===== src/cmp_logic_pkg.sv =====
// Notes on behaviour
// - compare subtracts source from destination, drops difference, only flags change
// - dword register compare: 3 bytes 5 states binary, 2 bytes 4 states source
// - zero-extend dword immediate compare fills top half with zeros; 6 or 5 states
// - one-extend dword immediate compare fills top half with ones; same timing
// - word register compare: 3 bytes 3 states binary, 2 bytes 2 states source
// - byte compare through dword pointer uses 24-bit address; 4 or 3 states
// - direct short compare operand: port adds 1 state, peripheral register adds 2; the word direct short form gets no penalty here
// - byte operand in external memory adds wait states plus two
// - word operand in external memory adds twice the sum of wait states and two
// - and, or, xor combine bitwise and write result to destination
// - 16-bit immediate bitwise into word register: 5/4 binary, 4/3 source
// - clear zeroes accumulator, invert complements it; 1 byte 1 state each
// - rotate left moves bits up, bit 7 into bit 0, carry untouched
// - rotate left through carry: bit 7 to carry, old carry to bit 0
// - rotate right moves bits down, bit 0 into bit 7, carry untouched
// - rotate right through carry: bit 0 to carry, old carry to bit 7
// - 8-bit immediate bitwise into direct byte: 3 bytes 3 states both maps
// - bitwise into direct port adds 2 states, into peripheral register adds 3
package cmp_logic_pkg;
  typedef enum logic [3:0] {
    compare_op            = 4'h0,
    bitwise_and_op        = 4'h1,
    bitwise_or_op         = 4'h2,
    bitwise_xor_op        = 4'h3,
    acc_clear_op          = 4'h4,
    acc_invert_op         = 4'h5,
    rotate_left_op        = 4'h6,
    rotate_left_carry_op  = 4'h7,
    rotate_right_op       = 4'h8,
    rotate_right_carry_op = 4'h9
  } op_t;

  // operand addressing forms
  typedef enum logic [3:0] {
    form_acc_reg    = 4'h0,
    form_acc_direct_short_addr   = 4'h1,
    form_acc_ind    = 4'h2,
    form_acc_imm    = 4'h3,
    form_direct_short_addr_acc   = 4'h4,
    form_direct_short_addr_imm   = 4'h5,
    form_byte_byte  = 4'h6,
    form_word_word  = 4'h7,
    form_dword_dword= 4'h8,
    form_byte_imm   = 4'h9,
    form_word_imm   = 4'ha,
    form_dword_imm0 = 4'hb,
    form_dword_imm1 = 4'hc,
    form_byte_direct_short_addr  = 4'hd,
    form_word_direct_short_addr  = 4'he,
    form_byte_direct_long_addr = 4'hf
  } form_t;

  // extra forms beyond four bits are carried as flags
  typedef enum logic [1:0] {
    size_byte  = 2'h0,
    size_word  = 2'h1,
    size_dword = 2'h2
  } size_t;

  typedef enum logic [1:0] {
    space_ram  = 2'h0,
    space_port = 2'h1,
    space_sfr  = 2'h2,
    space_ext  = 2'h3
  } space_t;

  typedef struct packed {
    op_t         op;
    form_t       form;
    logic        alt_direct_long_addr_word; // word register with direct long address
    logic        alt_ind_word;   // byte through word pointer
    logic        alt_ind_dword;  // byte through dword pointer
    space_t      space;
    logic [3:0]  wait_states;
    logic [31:0] dest;
    logic [31:0] src;
    logic [23:0] addr;
    logic        carry_in;
  } request_t;

  typedef struct packed {
    logic [31:0] result;
    logic        write_back;
    logic        carry_flag;
    logic        zero_flag;
    logic        sign_flag;
    logic        overflow_flag;
    logic [2:0]  length;
    logic [7:0]  states;
    logic [23:0] addr;
  } answer_t;

  localparam logic [15:0] ext_zero  = 16'h0000;
  localparam logic [15:0] ext_one   = 16'hffff;
  localparam logic [7:0]  acc_zero  = 8'h00;
  localparam logic [7:0]  port_cmp_extra  = 8'h01;
  localparam logic [7:0]  sfr_cmp_extra   = 8'h02;
  localparam logic [7:0]  port_logic_extra = 8'h02;
  localparam logic [7:0]  sfr_logic_extra  = 8'h03;
  localparam logic [7:0]  ext_access_extra = 8'h02;
  localparam logic [7:0]  one_state = 8'h01;
  localparam logic [2:0]  one_byte  = 3'h1;
  localparam logic        map_binary = 1'b0;
endpackage


===== src/compare_logic_rotate_unit.sv =====
`timescale 1ns/1ps
module compare_logic_rotate_unit (
  // clock and reset
  input  wire logic                     mclk,
  input  wire logic                     rst_n,
  // opcode map strap, caught at reset release
  input  wire logic                     source_map_strap,
  // request
  input  wire logic                     req_valid,
  input  wire cmp_logic_pkg::request_t  req,
  // answer
  output logic                          ans_valid,
  output cmp_logic_pkg::answer_t        ans
);

  typedef struct packed {
    logic [2:0] bin_len;
    logic [7:0] bin_st;
    logic [2:0] src_len;
    logic [7:0] src_st;
  } cost_t;

  logic              map_latched;
  logic              source_map;
  logic              strap_meta;
  logic              strap_sync;
  cmp_logic_pkg::answer_t next_ans;

  // base length and states per form, both maps
  function automatic cost_t base_cost(input cmp_logic_pkg::request_t r);
    cost_t c;
    c = '{3'h1, 8'h01, 3'h1, 8'h01};
    if (r.alt_ind_dword) begin
      c = '{3'h4, 8'h04, 3'h3, 8'h03};
    end else if (r.alt_ind_word) begin
      c = '{3'h4, 8'h03, 3'h3, 8'h02};
    end else if (r.alt_direct_long_addr_word) begin
      c = '{3'h5, 8'h04, 3'h4, 8'h03};
    end else begin
      case (r.form)
        cmp_logic_pkg::form_acc_reg:     c = '{3'h1, 8'h01, 3'h2, 8'h02};
        cmp_logic_pkg::form_acc_direct_short_addr:    c = '{3'h2, 8'h01, 3'h2, 8'h01};
        cmp_logic_pkg::form_acc_ind:     c = '{3'h1, 8'h02, 3'h2, 8'h03};
        cmp_logic_pkg::form_acc_imm:     c = '{3'h2, 8'h01, 3'h2, 8'h01};
        cmp_logic_pkg::form_direct_short_addr_acc:    c = '{3'h2, 8'h02, 3'h2, 8'h02};
        cmp_logic_pkg::form_direct_short_addr_imm:    c = '{3'h3, 8'h03, 3'h3, 8'h03};
        cmp_logic_pkg::form_byte_byte:   c = '{3'h3, 8'h02, 3'h2, 8'h01};
        cmp_logic_pkg::form_word_word:   c = '{3'h3, 8'h03, 3'h2, 8'h02};
        cmp_logic_pkg::form_dword_dword: c = '{3'h3, 8'h05, 3'h2, 8'h04};
        cmp_logic_pkg::form_byte_imm:    c = '{3'h4, 8'h03, 3'h3, 8'h02};
        cmp_logic_pkg::form_word_imm:    c = '{3'h5, 8'h04, 3'h4, 8'h03};
        cmp_logic_pkg::form_dword_imm0,
        cmp_logic_pkg::form_dword_imm1:  c = '{3'h5, 8'h06, 3'h4, 8'h05};
        cmp_logic_pkg::form_byte_direct_short_addr:   c = '{3'h4, 8'h03, 3'h3, 8'h02};
        cmp_logic_pkg::form_word_direct_short_addr:   c = '{3'h4, 8'h04, 3'h3, 8'h03};
        cmp_logic_pkg::form_byte_direct_long_addr:  c = '{3'h5, 8'h03, 3'h4, 8'h02};
        default:                         c = '{3'h1, 8'h01, 3'h1, 8'h01};
      endcase
    end
    return c;
  endfunction

  // true when the direct short address form carries a port or sfr penalty
  function automatic logic direct_short_addr_penalised(input cmp_logic_pkg::request_t r);
    return !r.alt_ind_dword && !r.alt_ind_word && !r.alt_direct_long_addr_word &&
           (r.form == cmp_logic_pkg::form_acc_direct_short_addr ||
            r.form == cmp_logic_pkg::form_direct_short_addr_acc ||
            r.form == cmp_logic_pkg::form_direct_short_addr_imm ||
            r.form == cmp_logic_pkg::form_byte_direct_short_addr);
  endfunction

  // true when the operand may live in external memory
  function automatic logic ext_capable(input cmp_logic_pkg::request_t r);
    return r.alt_ind_dword || r.alt_ind_word || r.alt_direct_long_addr_word ||
           (!r.alt_ind_dword && r.form == cmp_logic_pkg::form_byte_direct_long_addr);
  endfunction

  // strap synchroniser, free running so the strap is settled when reset lifts
  always_ff @(posedge mclk) begin
    strap_meta <= source_map_strap;
    strap_sync <= strap_meta;
  end

  // opcode map caught once after reset release
  always_ff @(posedge mclk or negedge rst_n) begin
    if (!rst_n) begin
      map_latched <= 1'b0;
      source_map  <= cmp_logic_pkg::map_binary;
    end else if (!map_latched) begin
      map_latched <= 1'b1;
      source_map  <= strap_sync;
    end
  end

  // datapath and timing for one request
  always_comb begin
    cost_t       c;
    logic [31:0] s;
    logic [32:0] diff;
    logic [7:0]  a;
    logic [7:0]  pen;
    logic [7:0]  ext_add;
    logic [31:0] msk;
    logic [4:0]  top;
    c       = base_cost(req);
    s       = req.src;
    diff    = '0;
    a       = req.dest[7:0];
    pen     = acc_zero_w();
    ext_add = acc_zero_w();
    msk     = 32'hffff_ffff;
    top     = 5'h1f;
    next_ans = '0;
    next_ans.addr       = req.addr;
    next_ans.carry_flag = req.carry_in;
    // operand width
    if (req.alt_ind_dword || req.alt_ind_word || (!req.alt_direct_long_addr_word &&
        (req.form == cmp_logic_pkg::form_byte_byte ||
         req.form == cmp_logic_pkg::form_byte_imm || req.form == cmp_logic_pkg::form_byte_direct_short_addr ||
         req.form == cmp_logic_pkg::form_byte_direct_long_addr || req.form <= cmp_logic_pkg::form_direct_short_addr_imm)))
    begin
      msk = 32'h0000_00ff;
      top = 5'h07;
    end else if (!req.alt_direct_long_addr_word && (req.form == cmp_logic_pkg::form_dword_dword ||
                 req.form == cmp_logic_pkg::form_dword_imm0 ||
                 req.form == cmp_logic_pkg::form_dword_imm1)) begin
      msk = 32'hffff_ffff;
      top = 5'h1f;
    end else begin
      msk = 32'h0000_ffff;
      top = 5'h0f;
    end
    // immediate extension
    if (!req.alt_direct_long_addr_word && req.form == cmp_logic_pkg::form_dword_imm0) begin
      s = {cmp_logic_pkg::ext_zero, req.src[15:0]};
    end else if (!req.alt_direct_long_addr_word && req.form == cmp_logic_pkg::form_dword_imm1) begin
      s = {cmp_logic_pkg::ext_one, req.src[15:0]};
    end
    s = s & msk;
    if (req.alt_ind_dword) begin
      next_ans.addr = req.addr; // 24-bit pointer span
    end else begin
      next_ans.addr = {8'h00, req.addr[15:0]};
    end
    // penalties
    if (direct_short_addr_penalised(req)) begin
      if (req.op == cmp_logic_pkg::compare_op) begin
        if (req.space == cmp_logic_pkg::space_port) pen = cmp_logic_pkg::port_cmp_extra;
        if (req.space == cmp_logic_pkg::space_sfr)  pen = cmp_logic_pkg::sfr_cmp_extra;
      end else if (req.form == cmp_logic_pkg::form_direct_short_addr_acc ||
                   req.form == cmp_logic_pkg::form_direct_short_addr_imm) begin
        if (req.space == cmp_logic_pkg::space_port) pen = cmp_logic_pkg::port_logic_extra;
        if (req.space == cmp_logic_pkg::space_sfr)  pen = cmp_logic_pkg::sfr_logic_extra;
      end else begin
        if (req.space == cmp_logic_pkg::space_port) pen = cmp_logic_pkg::port_cmp_extra;
        if (req.space == cmp_logic_pkg::space_sfr)  pen = cmp_logic_pkg::sfr_cmp_extra;
      end
    end
    if (ext_capable(req) && req.space == cmp_logic_pkg::space_ext) begin
      ext_add = {4'h0, req.wait_states} + cmp_logic_pkg::ext_access_extra;
      if (req.alt_direct_long_addr_word) begin
        ext_add = {ext_add[6:0], 1'b0}; // two byte accesses
      end
    end
    if (source_map) begin
      next_ans.length = c.src_len;
      next_ans.states = c.src_st + pen + ext_add;
    end else begin
      next_ans.length = c.bin_len;
      next_ans.states = c.bin_st + pen + ext_add;
    end
    case (req.op)
      cmp_logic_pkg::compare_op: begin
        diff = {1'b0, req.dest & msk} - {1'b0, s};
        next_ans.result     = req.dest;  // destination kept
        next_ans.write_back = 1'b0;
        next_ans.carry_flag = diff[{1'b0, top} + 6'h01]; // borrow, no wrap at 32 bits
        next_ans.zero_flag  = ((diff[31:0] & msk) == 32'h0000_0000);
        next_ans.sign_flag  = diff[top];
        next_ans.overflow_flag = (req.dest[top] ^ s[top]) & (req.dest[top] ^ diff[top]);
      end
      cmp_logic_pkg::bitwise_and_op: begin
        next_ans.result = (req.dest & s) | (req.dest & ~msk);
        next_ans.write_back = 1'b1;
      end
      cmp_logic_pkg::bitwise_or_op: begin
        next_ans.result = req.dest | s;
        next_ans.write_back = 1'b1;
      end
      cmp_logic_pkg::bitwise_xor_op: begin
        next_ans.result = req.dest ^ s;
        next_ans.write_back = 1'b1;
      end
      cmp_logic_pkg::acc_clear_op: begin
        next_ans.result = {req.dest[31:8], cmp_logic_pkg::acc_zero};
        next_ans.write_back = 1'b1;
      end
      cmp_logic_pkg::acc_invert_op: begin
        next_ans.result = {req.dest[31:8], ~a};
        next_ans.write_back = 1'b1;
      end
      cmp_logic_pkg::rotate_left_op: begin
        next_ans.result = {req.dest[31:8], a[6:0], a[7]};
        next_ans.write_back = 1'b1;
      end
      cmp_logic_pkg::rotate_left_carry_op: begin
        next_ans.result = {req.dest[31:8], a[6:0], req.carry_in};
        next_ans.carry_flag = a[7];
        next_ans.write_back = 1'b1;
      end
      cmp_logic_pkg::rotate_right_op: begin
        next_ans.result = {req.dest[31:8], a[0], a[7:1]};
        next_ans.write_back = 1'b1;
      end
      cmp_logic_pkg::rotate_right_carry_op: begin
        next_ans.result = {req.dest[31:8], req.carry_in, a[7:1]};
        next_ans.carry_flag = a[0];
        next_ans.write_back = 1'b1;
      end
      default: begin
        next_ans.result = req.dest;
      end
    endcase
    if (req.op >= cmp_logic_pkg::acc_clear_op) begin
      next_ans.length = cmp_logic_pkg::one_byte;
      next_ans.states = cmp_logic_pkg::one_state;
    end
  end

  function automatic logic [7:0] acc_zero_w();
    return cmp_logic_pkg::acc_zero;
  endfunction

  // registered answer
  always_ff @(posedge mclk or negedge rst_n) begin
    if (!rst_n) begin
      ans_valid <= 1'b0;
      ans       <= '0;
    end else begin
      ans_valid <= req_valid && map_latched;
      if (req_valid && map_latched) begin
        ans <= next_ans;
      end
    end
  end

endmodule

===== config.mk =====
export PLATFORM = sky130hd
export DESIGN_NAME = compare_logic_rotate_unit
export DESIGN_NICKNAME = d
export VERILOG_FILES = /design/src/cmp_logic_pkg.sv /design/src/compare_logic_rotate_unit.sv
export SDC_FILE = /design/constraint.sdc
export NUM_CORES = 1
export LEC_CHECK = 0
export ABC_AREA = 1
export BUFFER_PORTS_ARGS = -buffer_cell sky130_fd_sc_hd__buf_4
export CORE_MARGIN = 2
export CORE_UTILIZATION = 40
export DETAILED_ROUTE_END_ITERATION = 12
export GPL_TIMING_DRIVEN = 0
export PLACE_DENSITY = 0.68
export SYNTH_ARGS = -nofsm -noshare
export SYNTH_HDL_FRONTEND = slang
export SYNTH_SLANG_ARGS = --single-unit

===== constraint.sdc =====
create_clock -name mclk -period 1.65 [get_ports mclk]
set_input_delay 0.4125 -clock mclk [delete_from_list [all_inputs] [get_ports mclk]]
set_output_delay 0.4125 -clock mclk [all_outputs]
set_load 0.005 [all_outputs]

==> impl_metrics.env, run 1 <==
export IMPL_layout_common_cells="380 x nand2_1, 234 x inv_1, 230 x buf_4"
export IMPL_cp_common_cell="nand2_1"
export IMPL_wl_um=33400
export IMPL_antennaDiodeCount=0
export IMPL_cp_top_family="simple AND/OR/NAND/NOR gates"
export IMPL_clock_path_buffers=2
export IMPL_clock_skew_ns=0.00858
export IMPL_nets=1884
export IMPL_start_kind="input pin"
export IMPL_period_minus_slack_ns=3.29
export IMPL_rsz0062_at_grt="yes"
export IMPL_yosysSeqAreaShare_pct=21.5
export IMPL_r2r_end="ans[37]"
export IMPL_die_w_um=152
export IMPL_antenna_left=0
export IMPL_rows=54
export IMPL_hold_class="in -> reg"
export IMPL_routedWlPerCell_um=17.3
export IMPL_synth_area_leaders="dfrtp_1 21%, nand2_1 18%, ha_1 16%, inv_1 11%, nor2_1 6.0%"
export IMPL_powerDensity_nw_per_um2=558
export IMPL_startpoint="req[98]"
export IMPL_synth_area_um2=8790
export IMPL_core_region_area_um2=21700
export IMPL_min_period_over_period_pct=200
export IMPL_fill_cells=1942
export IMPL_hold_viol=0
export IMPL_portBuffers=179
export IMPL_cts_hold_buf=0
export IMPL_r2r_start="map_latched"
export IMPL_seqCellArea_um2=1890
export IMPL_drv_cap=0
export IMPL_worstSetupPathType="in -> reg"
export IMPL_cts_root_buffer="clkbuf_16"
export IMPL_ys_types=55
export IMPL_p_leak_nw=7.04
export IMPL_cp_required_ns=1.95
export IMPL_cp_slowest_cell="or2_2"
export IMPL_clock_sinks=76
export IMPL_synth_nets=1618
export IMPL_max_stage_delay_ns=0.30
export IMPL_track_usage_pct=27.0
export IMPL_cp_endpoint="ans[37]"
export IMPL_syn_area_per_cell_um2=6.34
export IMPL_start_util_pct=40.5
export IMPL_antenna_found_initial=0
export IMPL_gp_congestion=0.921
export IMPL_syn_inst=1386
export IMPL_yosys_register_bits=76
export IMPL_grt_overflow=0
export IMPL_cp_depth=27
export IMPL_slew_headroom_pct=32.9
export IMPL_place_hpwl_um=24800
export IMPL_ir_worst_vdd_mv=0.407
export IMPL_clk_pin_slew_ns=0.07
export IMPL_grt_max_degree=75
export IMPL_fin_tns_setup_ns=-25.38
export IMPL_drv_slew=0
export IMPL_fmax_ghz=0.304
export IMPL_hold_path_depth=1
export IMPL_initialDrtViolationCount=713
export IMPL_vias_per_cell=5.21
export IMPL_final_setup_worst_slack_ns=-1.64
export IMPL_reg2reg_depth=8
export IMPL_violations="setup timing"
export IMPL_synthToLayoutAreaGrowth_pct=50.8
export IMPL_synth_top_area_share_pct=21.1
export IMPL_final_common_cell="nand2_1"
export IMPL_end_kind="register"
export IMPL_status="finished with violations"
export IMPL_cts_tree="done"
export IMPL_hold_start="source_map_strap"
export IMPL_setup_violations=35
export IMPL_multi_input_area_um2=7340
export IMPL_drive_gt1_share_pct=33.0
export IMPL_path_buf_inv=7
export IMPL_grt_pass1_vias=9656
export IMPL_clock_latency_ns=0.35
export IMPL_num_vias=10100
export IMPL_final_core_util_pct=61.1
export IMPL_tightest_slew_ns=1.01
export IMPL_die_h_um=152
export IMPL_dieArea_um2=23200
export IMPL_grt_pass1_wl_um=50200
export IMPL_yosysTopAreaCell="dfrtp_1"
export IMPL_cts_made_buffers=9
export IMPL_io_pin_count=183
export IMPL_worstPathArrival_ns=3.59
export IMPL_reg2reg_slack_ns=-0.60
export IMPL_ctsHtreeMaxLevel=3
export IMPL_yosys_warnings=0
export IMPL_dr_pass1_iters=7
export IMPL_route_detailed_drc=0
export IMPL_crit_fanout=10
## layer usage
layer	GRT usage [%]	wire length, um	up-vias
li1	-	-	4949
met1	35.8	14400	4681
met2	44.2	15600	404
met3	5.35	2510	66
met4	8.86	947	0
met5	0	0	-
## state kept, by name, summed over array words and instances, names as in the netlist
name         flops
strap_meta       1
strap_sync       1
ans_valid        1
source_map       1
map_latched      1
ans             71
## cell usage after synthesis (all sizes together)
cell and n:
mux2i 2, o211ai 4, a2111oi 1, ha 115, o32a 3, nor3 16
a22o 4, a21oi 46, o21ai 70, inv 256, nor2 144, o31ai 2
dfxtp 2, conb 2, nor4 4, o221ai 1, a32oi 1, xnor2 1
nand3b 6, o21a 1, or2 5, buf 12, a32o 1, dfrtp 74
xor2 8, nand4 8, nor4b 1, fa 7, and2 2, o21bai 2
a31oi 20, clkbuf 21, nand3 64, nand2 431, a21boi 3, a221oi 21
o2111ai 1, o22ai 17, a211oi 7
## timing repair
item,CTS,global route
endpoints found under the setup margin,61,68
pin swaps,68,80
buffers inserted,61,29
cloned,2,0
resized for setup,182,125
## kinds of logic (layout without fill, tap and decap cells)
family | count (synthesis) | in the layout | share of synthesized area [%]
other | 2 | 2 | 0.0854
AOI/OAI and AO/OA | 205 | 205 | 14.6
and+or+nand+nor | 681 | 681 | 31.7
DFF | 76 | 76 | 21.5
xor gates and xnor gates | 9 | 9 | 0.896
muxes | 2 | 2 | 0.228
buffers and inverters | 289 | 560 | 13.0
adders and majority gates | 122 | 122 | 18.0
## cell type report
| class | count | area share, % |
|---|---|---|
| timing repair buffer | 258 | 16.1 |
| buffer | 30 | 1.66 |
| sequential | 76 | 14.3 |
| tap | 280 | 2.64 |
| multi-input combinational | 1021 | 55.3 |
| clock inverter | 7 | 0.680 |
| inverter | 256 | 7.65 |
| clock buffer | 9 | 1.70 |
## how the worst min path moves through the flow
stage,slack (ns),endpoint
2_1_floorplan,0.12,ans[0]
5_1_grt,0.15,strap_meta
3_5_place_dp,0.36,strap_sync
4_1_cts,0.15,strap_meta
6_report,0.16,strap_meta
3_3_place_gp,0.35,strap_sync
## power by group
group / internal, mW / switching (mW) / leakage (nW)
registers: 2.08 / 0.140 / 0.915
logic: 1.31 / 1.72 / 5.97
clock network: 1.21 / 0.941 / 0.154
## stage by stage
stage	power, mW	worst slack, ns	hold WS (ns)	area [um2]	instances
final	7.40	-1.64	0.159	13300	1937
after global routing	7.84	-1.77	0.154	13300	1937
after CTS	7.21	-1.58	0.152	12600	1923
after detailed placement	4.78	-2.47	0.361	11000	1845
after global placement	4.74	-2.46	0.351	11000	1845
after floorplan	3.69	-1.37	0.117	9260	1386
No activity file was read; power rests on OpenSTA's default activity.
==> run 2: changes to the inputs <==
==> constraint.sdc (replaced) <==
create_clock -name mclk -period 3.5 [get_ports mclk]
set_input_delay 0.875 -clock mclk [delete_from_list [all_inputs] [get_ports mclk]]
set_output_delay 0.875 -clock mclk [all_outputs]
set_load 0.005 [all_outputs]
==> impl_metrics.env, run 2 (synthesis gave the netlist of run 1 again) <==
export IMPL_clock_skew_ns=0.0112
export IMPL_max_stage_delay_ns=0.32
export IMPL_initialDrtViolationCount=668
export IMPL_cp_slowest_cell="ha_4"
export IMPL_crit_fanout=5
export IMPL_tightest_slew_ns=1.01
export IMPL_cp_required_ns=3.79
export IMPL_cts_root_buffer="clkbuf_16"
export IMPL_clk_pin_slew_ns=0.07
export IMPL_final_setup_worst_slack_ns=-0.221
export IMPL_final_cell_area_um2=11900
export IMPL_rows=54
export IMPL_dr_pass1_iters=5
export IMPL_reg2reg_depth=8
export IMPL_wl_um=30500
export IMPL_status="finished with violations"
export IMPL_antenna_found_initial=0
export IMPL_routedWlPerCell_um=16.1
export IMPL_clock_sinks=76
export IMPL_antennaDiodeCount=0
export IMPL_io_pin_count=183
export IMPL_ir_worst_vdd_mv=0.173
export IMPL_clock_latency_ns=0.35
export IMPL_synthToLayoutAreaGrowth_pct=35.9
export IMPL_drive_gt1_share_pct=25.6
export IMPL_setup_violations=5
export IMPL_start_kind="input pin"
export IMPL_drv_slew=0
export IMPL_final_common_cell="nand2_1"
export IMPL_vias_per_cell=5.16
export IMPL_layout_common_cells="384 x nand2_1, 235 x inv_1, 210 x buf_4"
export IMPL_core_region_area_um2=21700
export IMPL_largest_reg_flops=71
export IMPL_place_hpwl_um=24400
export IMPL_ctsHtreeMaxLevel=3
export IMPL_p_leak_nw=6.62
export IMPL_worstSetupPathType="in -> reg"
export IMPL_hold_path_depth=0
export IMPL_portBuffers=179
export IMPL_clock_path_buffers=2
export IMPL_top_register="ans"
export IMPL_slew_headroom_pct=33.0
export IMPL_final_core_util_pct=55.1
export IMPL_min_period_over_period_pct=106
export IMPL_fmax_ghz=0.269
export IMPL_die_h_um=152
export IMPL_start_util_pct=40.5
export IMPL_hold_viol=0
export IMPL_cts_hold_buf=0
export IMPL_gp_congestion=0.901
export IMPL_hold_class="reg -> reg"
export IMPL_worstPathArrival_ns=4.01
export IMPL_die_w_um=152
export IMPL_route_detailed_drc=0
export IMPL_grt_overflow=0
export IMPL_dieArea_um2=23200
export IMPL_track_usage_pct=25.7
export IMPL_placed_area_um2=10800
export IMPL_powerDensity_nw_per_um2=275
export IMPL_violations="setup timing"
export IMPL_end_kind="register"
export IMPL_antenna_left=0
export IMPL_grt_max_degree=75
export IMPL_drv_cap=0
export IMPL_cp_common_cell="nand2_2"
export IMPL_num_vias=9780
export IMPL_nets=1843
export IMPL_cts_tree="done"
export IMPL_grt_pass1_vias=9318
export IMPL_grt_pass1_wl_um=48200
export IMPL_period_minus_slack_ns=3.72
export IMPL_cts_made_buffers=9
export IMPL_rsz0062_at_grt="yes"
-- run 2: critical path: cells and delay by family --
family                   cells  cell delay, ns
AO/OA/AOI/OAI                2            0.17
adder cells (fa/ha/maj)      2            0.47
buffers and inverters        9            0.77
AND/OR/NAND/NOR             19            1.72
-- run 2: metrics by stage --
stage / worst slack (ns) / std cells / setup TNS, ns / total power [mW] / hold slack (ns)
finish: -0.221 / 1896 / -0.529 / 3.29 / 0.329
global placement: -1.00 / 1845 / -4.49 / 2.21 / 0.313
global route: -0.357 / 1896 / -1.51 / 3.50 / 0.340
detailed placement: -1.02 / 1845 / -4.79 / 2.23 / 0.320
CTS: -0.136 / 1894 / -0.298 / 3.25 / 0.335
floorplan: -0.0161 / 1386 / -0.0264 / 1.72 / 0.310
-- run 2: final cells by class --
class	count	area, um2
timing repair buffer	215	1690
sequential	76	1890
clock inverter	6	65.1
fill	2106	9740
inverter	256	998
clock buffer	10	229
tap	280	350
buffer	32	180
multi-input combinational	1021	6540
-- run 2: report_power, final --
part | switching (mW) | internal, mW | total [mW] | leakage, nW
clock network | 0.393 | 0.553 | 0.946 | 0.142
registers | 0.0623 | 0.981 | 1.04 | 0.915
logic | 0.745 | 0.552 | 1.30 | 5.56
-- run 2: per-layer routing --
| layer | share of wire [%] | GRT usage (%) | vias up |
|---|---|---|---|
| li1 | - | - | 4866 |
| met1 | 46 | 35.3 | 4555 |
| met2 | 47 | 42.8 | 322 |
| met3 | 5.1 | 2.96 | 37 |
| met4 | 2.2 | 7.03 | 0 |
| met5 | 0 | 0 | - |
-- run 2: worst paths after layout --
path | startpoint | to | slack, ns
max | req[98] | ans[37] | -0.22
min | strap_meta | strap_sync | 0.33
max reg2reg | map_latched | ans[37] | 1.16
min reg2reg | strap_meta | strap_sync | 0.33
max in group asynchronous | rst_n | ans[47] | 2.15
min in group asynchronous | rst_n | ans[64] | 0.65
-- run 2: repair_timing --
| action | 4_1_cts | 5_1_grt |
|---|---|---|
| pin swaps | 56 | 31 |
| gates cloned | 1 | 0 |
| setup endpoints to repair | 6 | 8 |
| resized for setup | 102 | 58 |
| setup buffers | 32 | 4 |
